===== src/pkg/cmrg_defines.vh =====
`ifndef CMRG_DEFINES_VH
`define CMRG_DEFINES_VH

// Controller crystal and internal scratch memory size.
`define CMRG_XTAL_KHZ 5856
`define CMRG_SCRATCH_BYTES 128
`define CMRG_BUS_W 8
`define CMRG_RAM_DATA_W 4
`define CMRG_UPPER_W 4

// System clock period in picoseconds (125 MHz).
`define CMRG_CLK_PS 8000

// Watchdog timeout in milliseconds.
`define CMRG_WDOG_MS 1300
// Nominal latch strobe rate in kHz, one strobe every fifteen crystal cycles.
`define CMRG_ALE_KHZ 390
// Terminal count of latch strobes: ms * kHz.
`define CMRG_WDOG_COUNT (`CMRG_WDOG_MS * `CMRG_ALE_KHZ)

// Reset release delay (charging time) in microseconds.
`define CMRG_CHARGE_US 10000
// Cycles per microsecond first, so the product stays inside 32 bits.
`define CMRG_CHARGE_CYC (`CMRG_CHARGE_US * (1000000 / `CMRG_CLK_PS))

`endif


===== src/verilog/cmrg_edge.v =====
`timescale 1ns/1ps

// Rising edge detector on a synchronised level; one-cycle pulse out.
module cmrg_edge (
    // Clock and reset.
    input wire ref_clk_in,
    input wire rst_in,
    // Level and pulse.
    input wire level_in,
    output wire rise_out
);

reg prev_q;

always @(posedge ref_clk_in or posedge rst_in) begin
    if (rst_in) begin
        prev_q <= 1'b0;
    end else begin
        prev_q <= level_in;
    end
end

assign rise_out = level_in & ~prev_q;

endmodule // cmrg_edge


===== src/verilog/cmrg_glue.v =====
`timescale 1ns/1ps
`include "cmrg_defines.vh"

// Behaviour
// Clock from crystal; 128-byte scratch memory.
// Bus carries low address then data.
// Latch low address byte on strobe fall.
// Display port lines supply address bits 8-11.
// Port two bit six drives address 12.
// Fetch strobe directly enables program ROM.
// Reset held until charge timer after power.
// Supply low forces reset immediately.
// Single-step held low during reset.
// RAM power gate low during reset.
// Watchdog counts every latch strobe.
// Scan pulse edge clears watchdog counter.
// Unscanned watchdog expires, raises reset request.
// Reset request pulls controller reset low.
// Reset stops strobe; request drops; recharge.
// RAM accessible only while power gate high.
// RAM drives bus on read, select, gate.
// RAM select latched from port bit each strobe.
// RAM uses latched address, bus bits 0-3.
// RAM write only with unlock switch on.
// RAM disabled when power removed.
// Power gate drops before supply collapses.
// Firmware raises four scan lines in sequence.
// Watchdog timeout is a strobe terminal count.
// Release delay is a synchronous counter.
module cmrg_glue #(
    parameter WDOG_COUNT = `CMRG_WDOG_COUNT,
    parameter CHARGE_CYC = `CMRG_CHARGE_CYC,
    parameter WDOG_W = 20,
    parameter CHARGE_W = 21
) (
    // Clock and reset.
    input wire ref_clk_in,
    input wire rst_in,
    // Supply monitor and front panel.
    input wire supply_good_in,
    input wire cal_unlock_in,
    // Controller bus, from controller pins.
    input wire [7:0] ad_bus_in,
    input wire addr_latch_strobe_in,
    input wire program_fetch_strobe_n_in,
    input wire read_strobe_n_in,
    input wire write_strobe_n_in,
    input wire [3:0] upper_port_lines_in,
    input wire port2_bit6_in,
    input wire select_port_bit_in,
    input wire scan_port_line_in,
    // Controller reset and single step.
    output wire ctrl_reset_n_out,
    output wire single_step_n_out,
    output wire reset_request_out,
    // Program ROM side.
    output wire [12:0] rom_addr_out,
    output wire rom_chip_enable_n_out,
    input wire [7:0] rom_data_in,
    // Calibration RAM side.
    output wire [7:0] ram_addr_out,
    output wire ram_select_n_out,
    output wire ram_power_gate_out,
    output wire ram_output_disable_out,
    output wire ram_write_n_out,
    output wire [3:0] ram_wdata_out,
    input wire [3:0] ram_rdata_in,
    // Read data returned onto the controller bus.
    output wire [7:0] bus_rdata_out,
    output wire bus_rdata_oe_out
);

////////////////////////////////////////////////////////////////////////
// Pin synchronisation.

wire [7:0] ad_s;
wire [3:0] upper_s;
wire [3:0] strobe_s;
wire [4:0] ctl_s;
wire ale_s;
wire fetch_n_s;
wire rd_n_s;
wire wr_n_s;
wire p26_s;
wire sel_s;
wire scan_s;
wire sup_s;
wire unlock_s;
wire ale_fall_raw;
wire ale_fall;
wire ale_rise;
wire scan_rise;
reg ale_armed_q;

// The bus lines have no idle level worth keeping, so they clear to zero.
cmrg_sync #(.W(8), .INIT(8'h00)) u_sync_ad (
    .ref_clk_in(ref_clk_in),
    .rst_in(rst_in),
    .d_in(ad_bus_in),
    .q_out(ad_s)
);

cmrg_sync #(.W(4), .INIT(4'h0)) u_sync_up (
    .ref_clk_in(ref_clk_in),
    .rst_in(rst_in),
    .d_in(upper_port_lines_in),
    .q_out(upper_s)
);

// Low-active strobes start at their idle high level, the latch strobe low.
cmrg_sync #(.W(4), .INIT(4'hE)) u_sync_strb (
    .ref_clk_in(ref_clk_in),
    .rst_in(rst_in),
    .d_in({write_strobe_n_in, read_strobe_n_in,
           program_fetch_strobe_n_in, addr_latch_strobe_in}),
    .q_out(strobe_s)
);

// Supply is taken as bad and the RAM select as inactive until seen.
cmrg_sync #(.W(5), .INIT(5'h02)) u_sync_ctl (
    .ref_clk_in(ref_clk_in),
    .rst_in(rst_in),
    .d_in({cal_unlock_in, supply_good_in, scan_port_line_in,
           select_port_bit_in, port2_bit6_in}),
    .q_out(ctl_s)
);

assign ale_s = strobe_s[0];
assign fetch_n_s = strobe_s[1];
assign rd_n_s = strobe_s[2];
assign wr_n_s = strobe_s[3];
assign p26_s = ctl_s[0];
assign sel_s = ctl_s[1];
assign scan_s = ctl_s[2];
assign sup_s = ctl_s[3];
assign unlock_s = ctl_s[4];

cmrg_edge u_ale_rise (
    .ref_clk_in(ref_clk_in),
    .rst_in(rst_in),
    .level_in(ale_s),
    .rise_out(ale_rise)
);

cmrg_edge u_ale_fall (
    .ref_clk_in(ref_clk_in),
    .rst_in(rst_in),
    .level_in(~ale_s),
    .rise_out(ale_fall_raw)
);

// A fall is only believed once the strobe has been seen high, so the
// detector's reset state cannot fake an address latch right after reset.
always @(posedge ref_clk_in or posedge rst_in) begin
    if (rst_in) begin
        ale_armed_q <= 1'b0;
    end else begin
        if (ale_rise) begin
            ale_armed_q <= 1'b1;
        end
    end
end

assign ale_fall = ale_fall_raw & ale_armed_q;

// The scan line only clears the counter on its edge, so a line stuck high
// cannot hold the watchdog off forever.
cmrg_edge u_scan_rise (
    .ref_clk_in(ref_clk_in),
    .rst_in(rst_in),
    .level_in(scan_s),
    .rise_out(scan_rise)
);

////////////////////////////////////////////////////////////////////////
// Address demultiplex and RAM select latch.

reg [7:0] addr_lo_q;
reg ram_sel_n_q;

always @(posedge ref_clk_in or posedge rst_in) begin
    if (rst_in) begin
        addr_lo_q <= 8'h00;
        ram_sel_n_q <= 1'b1;
    end else begin
        if (ale_fall) begin
            addr_lo_q <= ad_s;
            ram_sel_n_q <= sel_s;
        end
    end
end

////////////////////////////////////////////////////////////////////////
// Power-on, watchdog and reset release.

reg [WDOG_W-1:0] wdog_q;
reg req_q;
reg [CHARGE_W-1:0] charge_q;
reg reset_n_q;
wire reset_n_d;

// The count only advances on strobe rises, so the timeout scales with the
// controller's strobe rate; a stalled strobe also stalls the watchdog.
// A scan edge in the same cycle as the terminal strobe wins and clears.
always @(posedge ref_clk_in or posedge rst_in) begin
    if (rst_in) begin
        wdog_q <= {WDOG_W{1'b0}};
        req_q <= 1'b0;
    end else begin
        if (!reset_n_q || scan_rise) begin
            // Strobes stop during reset, so the count halts and drops.
            wdog_q <= {WDOG_W{1'b0}};
            req_q <= 1'b0;
        end else if (ale_rise) begin
            if (wdog_q == WDOG_COUNT[WDOG_W-1:0] - 1'b1) begin
                req_q <= 1'b1;
            end else begin
                wdog_q <= wdog_q + 1'b1;
            end
        end
    end
end

// Charging timer restarts whenever reset is forced.
// A supply dip shorter than the timer still costs a full release delay,
// which trades a slower restart for never running on a sagging rail.
always @(posedge ref_clk_in or posedge rst_in) begin
    if (rst_in) begin
        charge_q <= {CHARGE_W{1'b0}};
    end else begin
        if (!sup_s || req_q) begin
            charge_q <= {CHARGE_W{1'b0}};
        end else if (charge_q != CHARGE_CYC[CHARGE_W-1:0]) begin
            charge_q <= charge_q + 1'b1;
        end
    end
end

assign reset_n_d = sup_s && !req_q &&
                   (charge_q == CHARGE_CYC[CHARGE_W-1:0]);

always @(posedge ref_clk_in or posedge rst_in) begin
    if (rst_in) begin
        reset_n_q <= 1'b0;
    end else begin
        reset_n_q <= reset_n_d;
    end
end

// Supply loss bypasses the flop so reset and the gate fall at once.
assign ctrl_reset_n_out = reset_n_q & sup_s;
assign single_step_n_out = ctrl_reset_n_out;
assign reset_request_out = req_q;
// Crystal, scratch memory and scanning live in the controller.

////////////////////////////////////////////////////////////////////////
// Program ROM.

assign rom_addr_out = {p26_s, upper_s, addr_lo_q};
// While in reset the fetch strobe is forced high, deselecting the ROM.
assign rom_chip_enable_n_out = fetch_n_s | ~ctrl_reset_n_out;

////////////////////////////////////////////////////////////////////////
// Calibration RAM.

wire gate;
wire ram_read;
wire rom_read;

assign gate = ctrl_reset_n_out;
assign ram_power_gate_out = gate;
assign ram_addr_out = addr_lo_q;
assign ram_select_n_out = ram_sel_n_q;
assign ram_output_disable_out = rd_n_s;
assign ram_write_n_out = ~(gate && unlock_s && !wr_n_s &&
                           !ram_sel_n_q);
assign ram_wdata_out = ad_s[3:0];

// The unlock level is gated with the synchronised write strobe, the RAM select and the power gate, so a
// switch thrown mid-cycle can at worst shorten a write, never start one
// while the controller is held in reset or the supply is failing.

assign ram_read = gate && !rd_n_s && !ram_sel_n_q;
assign rom_read = !rom_chip_enable_n_out;

// Read data is registered; the outer bus mux uses the enable one cycle
// after the strobe, which costs a cycle of latency but avoids glitches.
reg [7:0] rdata_q;
reg rdata_oe_q;

always @(posedge ref_clk_in or posedge rst_in) begin
    if (rst_in) begin
        rdata_q <= 8'h00;
        rdata_oe_q <= 1'b0;
    end else begin
        rdata_oe_q <= ram_read || rom_read;
        if (rom_read) begin
            rdata_q <= rom_data_in;
        end else if (ram_read) begin
            rdata_q <= {4'h0, ram_rdata_in};
        end
    end
end

assign bus_rdata_out = rdata_q;
assign bus_rdata_oe_out = rdata_oe_q;

endmodule // cmrg_glue


===== src/verilog/cmrg_sync.v =====
`timescale 1ns/1ps

// Two flip-flop synchroniser for asynchronous pin levels.
module cmrg_sync #(
    parameter W = 1,
    parameter [W-1:0] INIT = {W{1'b0}}
) (
    // Clock and reset.
    input wire ref_clk_in,
    input wire rst_in,
    // Levels.
    input wire [W-1:0] d_in,
    output wire [W-1:0] q_out
);

reg [W-1:0] meta_q;
reg [W-1:0] sync_q;

always @(posedge ref_clk_in or posedge rst_in) begin
    if (rst_in) begin
        meta_q <= INIT;
        sync_q <= INIT;
    end else begin
        meta_q <= d_in;
        sync_q <= meta_q;
    end
end

assign q_out = sync_q;

endmodule // cmrg_sync

===== config.mk =====
export PLATFORM = sky130hd
export DESIGN_NAME = cmrg_glue
export DESIGN_NICKNAME = d
export VERILOG_FILES = /design/src/verilog/cmrg_edge.v /design/src/verilog/cmrg_glue.v /design/src/verilog/cmrg_sync.v
export VERILOG_INCLUDE_DIRS = /design/src /design/src/pkg
export SDC_FILE = /design/constraint.sdc
export NUM_CORES = 1
export LEC_CHECK = 0
export BUFFER_PORTS_ARGS = -buffer_cell sky130_fd_sc_hd__buf_2
export CAP_MARGIN = 20
export CORE_ASPECT_RATIO = 1.5
export CORE_MARGIN = 3
export CORE_UTILIZATION = 50
export CTS_CLUSTER_DIAMETER = 30
export DETAILED_ROUTE_END_ITERATION = 7
export HOLD_SLACK_MARGIN = 0.03
export PLACE_DENSITY = 0.75
export SYNTH_ARGS = -nofsm -noshare
export SYNTH_HDL_FRONTEND = slang
export SYNTH_SLANG_ARGS = --single-unit

===== constraint.sdc =====
create_clock -name ref_clk_in -period 2.98 [get_ports ref_clk_in]
set_input_delay 0.298 -clock ref_clk_in [delete_from_list [all_inputs] [get_ports ref_clk_in]]
set_output_delay 0.298 -clock ref_clk_in [all_outputs]
set_load 0.05 [all_outputs]

==> results of run 1 <==
## layout by cell type (no fill, tap or decap), types with 4 or more instances in the layout
cell type                        n
sky130_fd_sc_hd__buf_2          76
sky130_fd_sc_hd__nor4_1          4
sky130_fd_sc_hd__dfstp_2         9
sky130_fd_sc_hd__nand2b_1        7
sky130_fd_sc_hd__a21oi_1        19
sky130_fd_sc_hd__nor3_1          4
sky130_fd_sc_hd__or3_1          10
sky130_fd_sc_hd__mux2_2          9
sky130_fd_sc_hd__or4_1          12
sky130_fd_sc_hd__nand3_1        14
sky130_fd_sc_hd__clkbuf_16       9
sky130_fd_sc_hd__dfrtp_1        98
sky130_fd_sc_hd__nand4_1         9
sky130_fd_sc_hd__xor2_1         12
sky130_fd_sc_hd__o31ai_1         7
sky130_fd_sc_hd__inv_1          12
sky130_fd_sc_hd__dlygate4sd3_1   8
sky130_fd_sc_hd__nor2_1         20
sky130_fd_sc_hd__nand2_1        31
sky130_fd_sc_hd__xnor2_1         5
sky130_fd_sc_hd__o21ai_0        19
sky130_fd_sc_hd__mux2i_1         6
## state kept, by name, indices dropped and copies added (netlist names), 4 cells and up
register / flops
u_sync_ctl.q_out: 5
ram_addr_out: 8
bus_rdata_out: 8
charge_q: 21
u_sync_up.q_out: 4
u_sync_ad.meta_q: 8
u_sync_ad.q_out: 8
u_sync_ctl.meta_q: 5
u_sync_strb.meta_q: 4
u_sync_up.meta_q: 4
wdog_q: 20
u_sync_strb.q_out: 4
## metrics by stage
stage | setup WS [ps] | power, mW
floorplan | 1202 | 1.814
global route | 629.8 | 3.153
CTS | 785.7 | 3.062
global placement | 1104 | 1.874
detailed placement | 1018 | 1.883
finish | 792.1 | 3.044
## layout make-up
cell class / count / area share [%]
sequential: 107 / 52.50
multi-input combinational: 225 / 27.97
timing repair buffer: 88 / 9.822
clock buffer: 9 / 4.398
tap: 105 / 2.565
clock inverter: 7 / 1.661
inverter: 13 / 1.026
antenna: 1 / 0.04886
## worst max-delay path: cells and delay by family (launching register included)
family / cells / cell delay [ps]
and+or+nand+nor: 2 / 690
buffers and inverters: 2 / 480
DFF: 1 / 370
## report_power, final
part           total (mW)  switching [mW]  internal, mW
Sequential           1.54          0.0299          1.51
Clock                1.18           0.585         0.599
Combinational       0.320           0.240        0.0805
Total                3.04           0.854          2.19
## worst max-delay path by stage
stage	endpoint	startpoint
after global routing	rom_chip_enable_n_out	reset_n_q
after CTS	rom_chip_enable_n_out	reset_n_q
final	rom_chip_enable_n_out	reset_n_q
after floorplan	wdog_q[13]	u_ale_rise.prev_q
after detailed placement	wdog_q[2]	wdog_q[0]
after global placement	wdog_q[2]	wdog_q[0]
## layer usage
layer  routed length (um)  vias up  part of all wire, %
li1                     -     1439                    -
met1                 3288     1489                   39
met2                 4716       58                   55
met3                  309       20                  3.6
met4                  206        0                  2.4
met5                    0        -                    0
## cell families (layout without fill, tap and decap cells)
logic type | count (synthesis) | in the layout | share of synthesized area [%]
and+or+nand+nor | 135 | 135 | 17.66
DFF | 107 | 107 | 62.13
AOI/OAI and AO/OA | 55 | 55 | 7.401
buffers and inverters | 39 | 117 | 4.770
xor gates and xnor gates | 17 | 17 | 3.440
muxes | 15 | 15 | 3.730
adders and majority gates | 3 | 3 | 0.8674
other | 0 | 1 | 0
==> results.sh, run 1 <==
export IMPL_floorplan_die_width_um=81.97
export IMPL_grt_overflow=0
export IMPL_routabilityCongestion=0.8735
export IMPL_first_pass_grt_wire_length_um=14020
export IMPL_cellPowerDensity_nw_per_um2=594.4
export IMPL_synth_largest_type_area_fraction_pct=56.66
export IMPL_timing_rr_start="wdog_q[0]"
export IMPL_worst_pin_slew_ps=865.8
export IMPL_worst_ep_arrival_time_ps=1890
export IMPL_numCtsBuffers=9
export IMPL_syn_inst=371
export IMPL_crit_required_ps=2680
export IMPL_buffer_ports_inserted=76
export IMPL_setup_tns_final_ps=0
export IMPL_detail_route_iter0_violations=174
export IMPL_drc=0
export IMPL_detailroute_via_count=3006
export IMPL_worstSkewPairLatency_ps=350
export IMPL_cts_num_sinks=107
export IMPL_grt_max_degree=70
export IMPL_busiest_layer="met2"
export IMPL_report_final_setup_viol=0
export IMPL_cts_root_buf="sky130_fd_sc_hd__clkbuf_16"
export IMPL_stdcell_area_um2=5121
export IMPL_max_cap_viol_count=0
export IMPL_avgSynthCellArea_um2=11.67
export IMPL_antenna_violations_before_repair=0
export IMPL_final_cell_count_no_fill=555
export IMPL_totalWireLength_um=8522
export IMPL_holdCritPathClass="in2reg"
export IMPL_ant_nets=0
export IMPL_die_area_um2=9831
export IMPL_timing_final_hold_violations=0
export IMPL_leakagePower_nw=2.226
export IMPL_floorplan_core_area_um2=8208
export IMPL_num_fill_cells=644
export IMPL_drive_above_1_share_pct=27.62
export IMPL_ff_to_ff_path_depth=5
export IMPL_initial_core_util_pct=52.73
export IMPL_irDropWorstVdd_v=0.0005578
export IMPL_worstHoldStart="ad_bus_in[3]"
export IMPL_clock_skew_ps=7.090
export IMPL_worst_setup_hold_path_clk_slew_ps=80
export IMPL_htree_num_levels=3
export IMPL_dp_cells=530
export IMPL_groute_layer_met1_usage_pct=21.11
export IMPL_grt_met3_usage_pct=5.030
export IMPL_netlist_top_cell_by_area="sky130_fd_sc_hd__dfrtp_1"
export IMPL_groute_layer_met2_usage_pct=31.48
export IMPL_synth_nets=409
export IMPL_design_portCount=77
export IMPL_synth_seq_area_share_pct=62.13
export IMPL_cts_root_to_sink_buffers=2
export IMPL_worst_setup_path_start_kind="register"
export IMPL_slew_headroom_pct=42.28
export IMPL_final_seq_area_um2=2689
export IMPL_worst_hold_margin_ps=51.36
export IMPL_core_rowCount=40
export IMPL_holdPathStages=1
export IMPL_critPathMaxFanout=14
export IMPL_multiInputGateArea_um2=1433
export IMPL_firstDrtPassIters=6
export IMPL_combined_area_of_all_synthesized_cells_um2=4328
export IMPL_area_growth_synth_to_final_pct=18.33
export IMPL_cts_hold_repair_buffers=1
export IMPL_via_to_cell_ratio=5.416
export IMPL_first_global_vias=3052
export IMPL_ys_async_sr_fraction_pct=100.0
export IMPL_synth_edf_count=0
export IMPL_tritoncts="built"
export IMPL_post_cts_setup_buffer_count=0
export IMPL_num_nets_final=482
export IMPL_synth_cell_type_count=48
export IMPL_timing_final_max_slew_violations=0
export IMPL_timing_worst_setup_path_type="reg2out"
export IMPL_groute_usage_overall_pct=18.50
export IMPL_yosys_cell_count_top_type="sky130_fd_sc_hd__dfrtp_1"
export IMPL_synth_warnings=0
export IMPL_crit_slowest_cell="sky130_fd_sc_hd__nor2_1"
export IMPL_final_period_minus_worst_setup_slack_ps=2188
export IMPL_placedInstanceArea_um2=4728
export IMPL_ff2ff_setup_slack_ps=1020
export IMPL_synth_top_cells_by_area="sky130_fd_sc_hd__dfrtp_1, sky130_fd_sc_hd__dfstp_2, sky130_fd_sc_hd__nand2_1"
export IMPL_fmax_mhz=457.1
export IMPL_cp_cell_sequence="nand2_1, nor2_1, inv_1, buf_2"
export IMPL_synth_ff_latch_count=107
export IMPL_wl_per_cell_um=15.35
export IMPL_final_core_utilization_pct=62.39
export IMPL_grt_setup_unrepaired="false"
export IMPL_regToRegEndpoint="wdog_q[1]"
export IMPL_detailed_place_hpwl_um=5871
export IMPL_die_y_um=119.9
export IMPL_status="complete, no violations"
export IMPL_cts_repair_resized=0
export IMPL_synth_flop_cell="sky130_fd_sc_hd__dfrtp_1"
export IMPL_hold_end="u_sync_ad.meta_q[3]"
export IMPL_crit_path_max_incr_delay_ps=570
export IMPL_share_of_the_cycle_needed_by_the_critical_path_after_routing_pct=73.42
export IMPL_synthTopCellsByCount="sky130_fd_sc_hd__dfrtp_1, sky130_fd_sc_hd__nand2_1, sky130_fd_sc_hd__nor2_1, sky130_fd_sc_hd__a21oi_1, sky130_fd_sc_hd__o21ai_0"
export IMPL_worstSetupEndpointType="output pin"
No activity file was read; power rests on OpenSTA's default activity.
==> inputs of run 2 (changes only) <==
--- a/config.mk
+++ b/config.mk
@@ -10,11 +10,11 @@
 export CAP_MARGIN = 20
 export CORE_ASPECT_RATIO = 1.5
 export CORE_MARGIN = 3
-export CORE_UTILIZATION = 50
+export CORE_UTILIZATION = 55
 export CTS_CLUSTER_DIAMETER = 30
 export DETAILED_ROUTE_END_ITERATION = 7
 export HOLD_SLACK_MARGIN = 0.03
-export PLACE_DENSITY = 0.75
+export PLACE_DENSITY = 0.79
 export SYNTH_ARGS = -nofsm -noshare
 export SYNTH_HDL_FRONTEND = slang
 export SYNTH_SLANG_ARGS = --single-unit
==> constraint.sdc (replaced) <==
create_clock -name ref_clk_in -period 2.24 [get_ports ref_clk_in]
set_input_delay 0.224 -clock ref_clk_in [delete_from_list [all_inputs] [get_ports ref_clk_in]]
set_output_delay 0.224 -clock ref_clk_in [all_outputs]
set_load 0.05 [all_outputs]
==> run 2 against run 1 <==
Clock-buffer cell count unchanged. Utilization up 6.8 points. Final cell count up 2.0%. Total power up 36%. Register-to-register slack worse by 850 ps. Wire length down 1.1%. Largest cell class unchanged. Global-route usage up 1.7 points.
==> results.sh, run 2 (same netlist as run 1, synthesis figures left out) <==
export IMPL_design_portCount=77
export IMPL_drc=0
export IMPL_totalWireLength_um=8427
export IMPL_dp_cells=528
export IMPL_htree_num_levels=3
export IMPL_worst_setup_path_start_kind="register"
export IMPL_timing_critical_path_mode_cell="sky130_fd_sc_hd__a211oi_1"
export IMPL_irDropWorstVdd_v=0.0005910
export IMPL_final_seq_area_um2=2689
export IMPL_grt_max_degree=96
export IMPL_wl_per_cell_um=14.89
export IMPL_setup_tns_final_ps=0
export IMPL_firstDrtPassIters=4
export IMPL_post_cts_setup_buffer_count=0
export IMPL_timing_rr_start="wdog_q[0]"
export IMPL_num_fill_cells=556
export IMPL_leakagePower_nw=2.294
export IMPL_die_y_um=114.6
export IMPL_cts_root_to_sink_buffers=2
export IMPL_regToRegEndpoint="wdog_q[2]"
export IMPL_max_cap_viol_count=0
export IMPL_buffer_ports_inserted=76
export IMPL_share_of_the_cycle_needed_by_the_critical_path_after_routing_pct=92.49
export IMPL_layout_cells_most_common="sky130_fd_sc_hd__dfrtp_1"
export IMPL_p_int_mw=3.031
export IMPL_report_final_setup_viol=0
export IMPL_ff_to_ff_path_depth=5
export IMPL_ant_nets=0
export IMPL_share_seq_of_total_power_pct=49.6
export IMPL_switchingPower_mw=1.104
export IMPL_worstSetupEndpointType="register"
export IMPL_cp_cell_sequence="ha_1, or4bb_1, nor4_2, a211oi_1, a211oi_1"
export IMPL_first_pass_grt_wire_length_um=14190
export IMPL_cts_num_sinks=107
export IMPL_antennaDiodeCount=0
export IMPL_detailed_place_hpwl_um=5626
export IMPL_holdCritPathClass="in2reg"
export IMPL_grt_setup_unrepaired="false"
export IMPL_largestRegisters="charge_q (21), wdog_q (20)"
export IMPL_worst_setup_hold_path_clk_slew_ps=70
export IMPL_detailroute_via_count=3068
export IMPL_mostFrequentLayoutCells="sky130_fd_sc_hd__dfrtp_1, sky130_fd_sc_hd__buf_2, sky130_fd_sc_hd__nand2_1"
export IMPL_worstHoldStart="rom_data_in[4]"
export IMPL_crit_required_ps=2490
export IMPL_timing_worst_setup_path_type="reg2reg"
export IMPL_worst_path_dominant_cell_family="simple AND/OR/NAND/NOR gates"
export IMPL_area_growth_synth_to_final_pct=21.74
export IMPL_initial_core_util_pct=56.85
export IMPL_setup_ws_ps=168.1
export IMPL_slew_headroom_pct=43.69
export IMPL_worstSkewPairLatency_ps=350
export IMPL_via_to_cell_ratio=5.420
export IMPL_critPathMaxFanout=5
export IMPL_floorplan_die_width_um=78.43
export IMPL_worst_pin_slew_ps=844.7
export IMPL_ff2ff_setup_slack_ps=170
export IMPL_antenna_violations_before_repair=0
export IMPL_die_area_um2=8991
export IMPL_placedInstanceArea_um2=4732
export IMPL_max_flop_register="charge_q"
export IMPL_holdPathStages=3
export IMPL_hold_end="bus_rdata_out[4]"
export IMPL_grt_overflow=0
export IMPL_setup_worst_path_start="wdog_q[0]"
export IMPL_power_clock_fraction_pct=39.7
export IMPL_status="complete, no violations"
export IMPL_timing_final_max_slew_violations=0
export IMPL_core_rowCount=39
export IMPL_p_comb_share_pct=10.7
export IMPL_crit_slowest_cell="sky130_fd_sc_hd__nor4_2"
export IMPL_multiInputGateArea_um2=1435
export IMPL_final_core_utilization_pct=69.21
export IMPL_crit_path_max_incr_delay_ps=530
export IMPL_fmax_mhz=482.7
export IMPL_floorplan_core_area_um2=7612
export IMPL_p_sw_share_pct=26.70
export IMPL_num_nets_final=497
export IMPL_worst_path_buf_inv=0
export IMPL_final_period_minus_worst_setup_slack_ps=2072
export IMPL_drive_above_1_share_pct=27.16
export IMPL_stdcell_area_um2=5269
export IMPL_tritoncts="built"
export IMPL_max_ffs_per_register=21
export IMPL_clock_skew_ps=6.645
export IMPL_first_global_vias=3009
export IMPL_final_cell_count_no_fill=566
export IMPL_groute_usage_overall_pct=20.17
export IMPL_numCtsBuffers=9
export IMPL_cellPowerDensity_nw_per_um2=784.7
export IMPL_timing_final_hold_violations=0
export IMPL_detail_route_iter0_violations=181
export IMPL_routabilityCongestion=0.8840
export IMPL_cts_root_buf="sky130_fd_sc_hd__clkbuf_16"
export IMPL_placement_setup_worst_slack_ps=235.3
export IMPL_worst_ep_arrival_time_ps=2320
[run 2: worst max-delay path by stage]
| stage | to | slack [ps] | cells past startpoint |
|---|---|---|---|
| after floorplan | wdog_q[13] | 460 | 5 |
| after global placement | wdog_q[2] | 410 | 5 |
| after detailed placement | wdog_q[2] | 240 | 5 |
| after CTS | rom_chip_enable_n_out | 90 | 4 |
| after global routing | wdog_q[2] | 30 | 5 |
| final | wdog_q[2] | 170 | 5 |
[run 2: through the flow]
step           hold WS (ps)  total power, mW
4_1_cts               73.15            4.164
5_1_grt               94.49            4.291
3_5_place_dp          196.4            2.502
6_report              81.90            4.134
2_1_floorplan         228.5            2.414
3_3_place_gp          189.2            2.488
[run 2: layout make-up]
| class | count | share of cell area [%] |
|---|---|---|
| clock buffers | 9 | 4.275 |
| clock inverters | 7 | 1.686 |
| inverters | 13 | 0.9974 |
| multi-input cells | 225 | 27.24 |
| flip-flops and latches | 107 | 51.03 |
| well taps | 102 | 2.422 |
| repair buffers | 103 | 12.35 |
[run 2: timing repair]
action                                  4_1_cts  5_1_grt
gates resized for setup                       0        1
endpoints found under the setup margin        0        1
hold buffers                                 22        0
endpoints found under the hold margin        33        0
[run 2: power by group through the flow]
| stage | logic [mW] | registers [mW] | clock network, mW |
|---|---|---|---|
| final | 0.443 | 2.05 | 1.64 |
| after global routing | 0.467 | 2.06 | 1.76 |
| after CTS | 0.446 | 2.05 | 1.67 |
| after detailed placement | 0.414 | 2.09 | 0 |
| after global placement | 0.407 | 2.08 | 0 |
| after floorplan | 0.224 | 2.19 | 0 |
[run 2: routing by layer]
metal  up-vias  track usage, %  routed length (um)
met3        28           4.094                 257
met2        67           33.70                4533
met5         -               0                   0
met4         0           10.62                 299
li1       1475               -                   -
met1      1498           24.65                3337
[run 2: worst register-to-register path, delay by kind of cell (launching register included)]
family / cells / cell delay (ps)
flops: 1 / 410
fa+ha+maj: 1 / 200
simple gates: 2 / 950
compound gates: 2 / 420
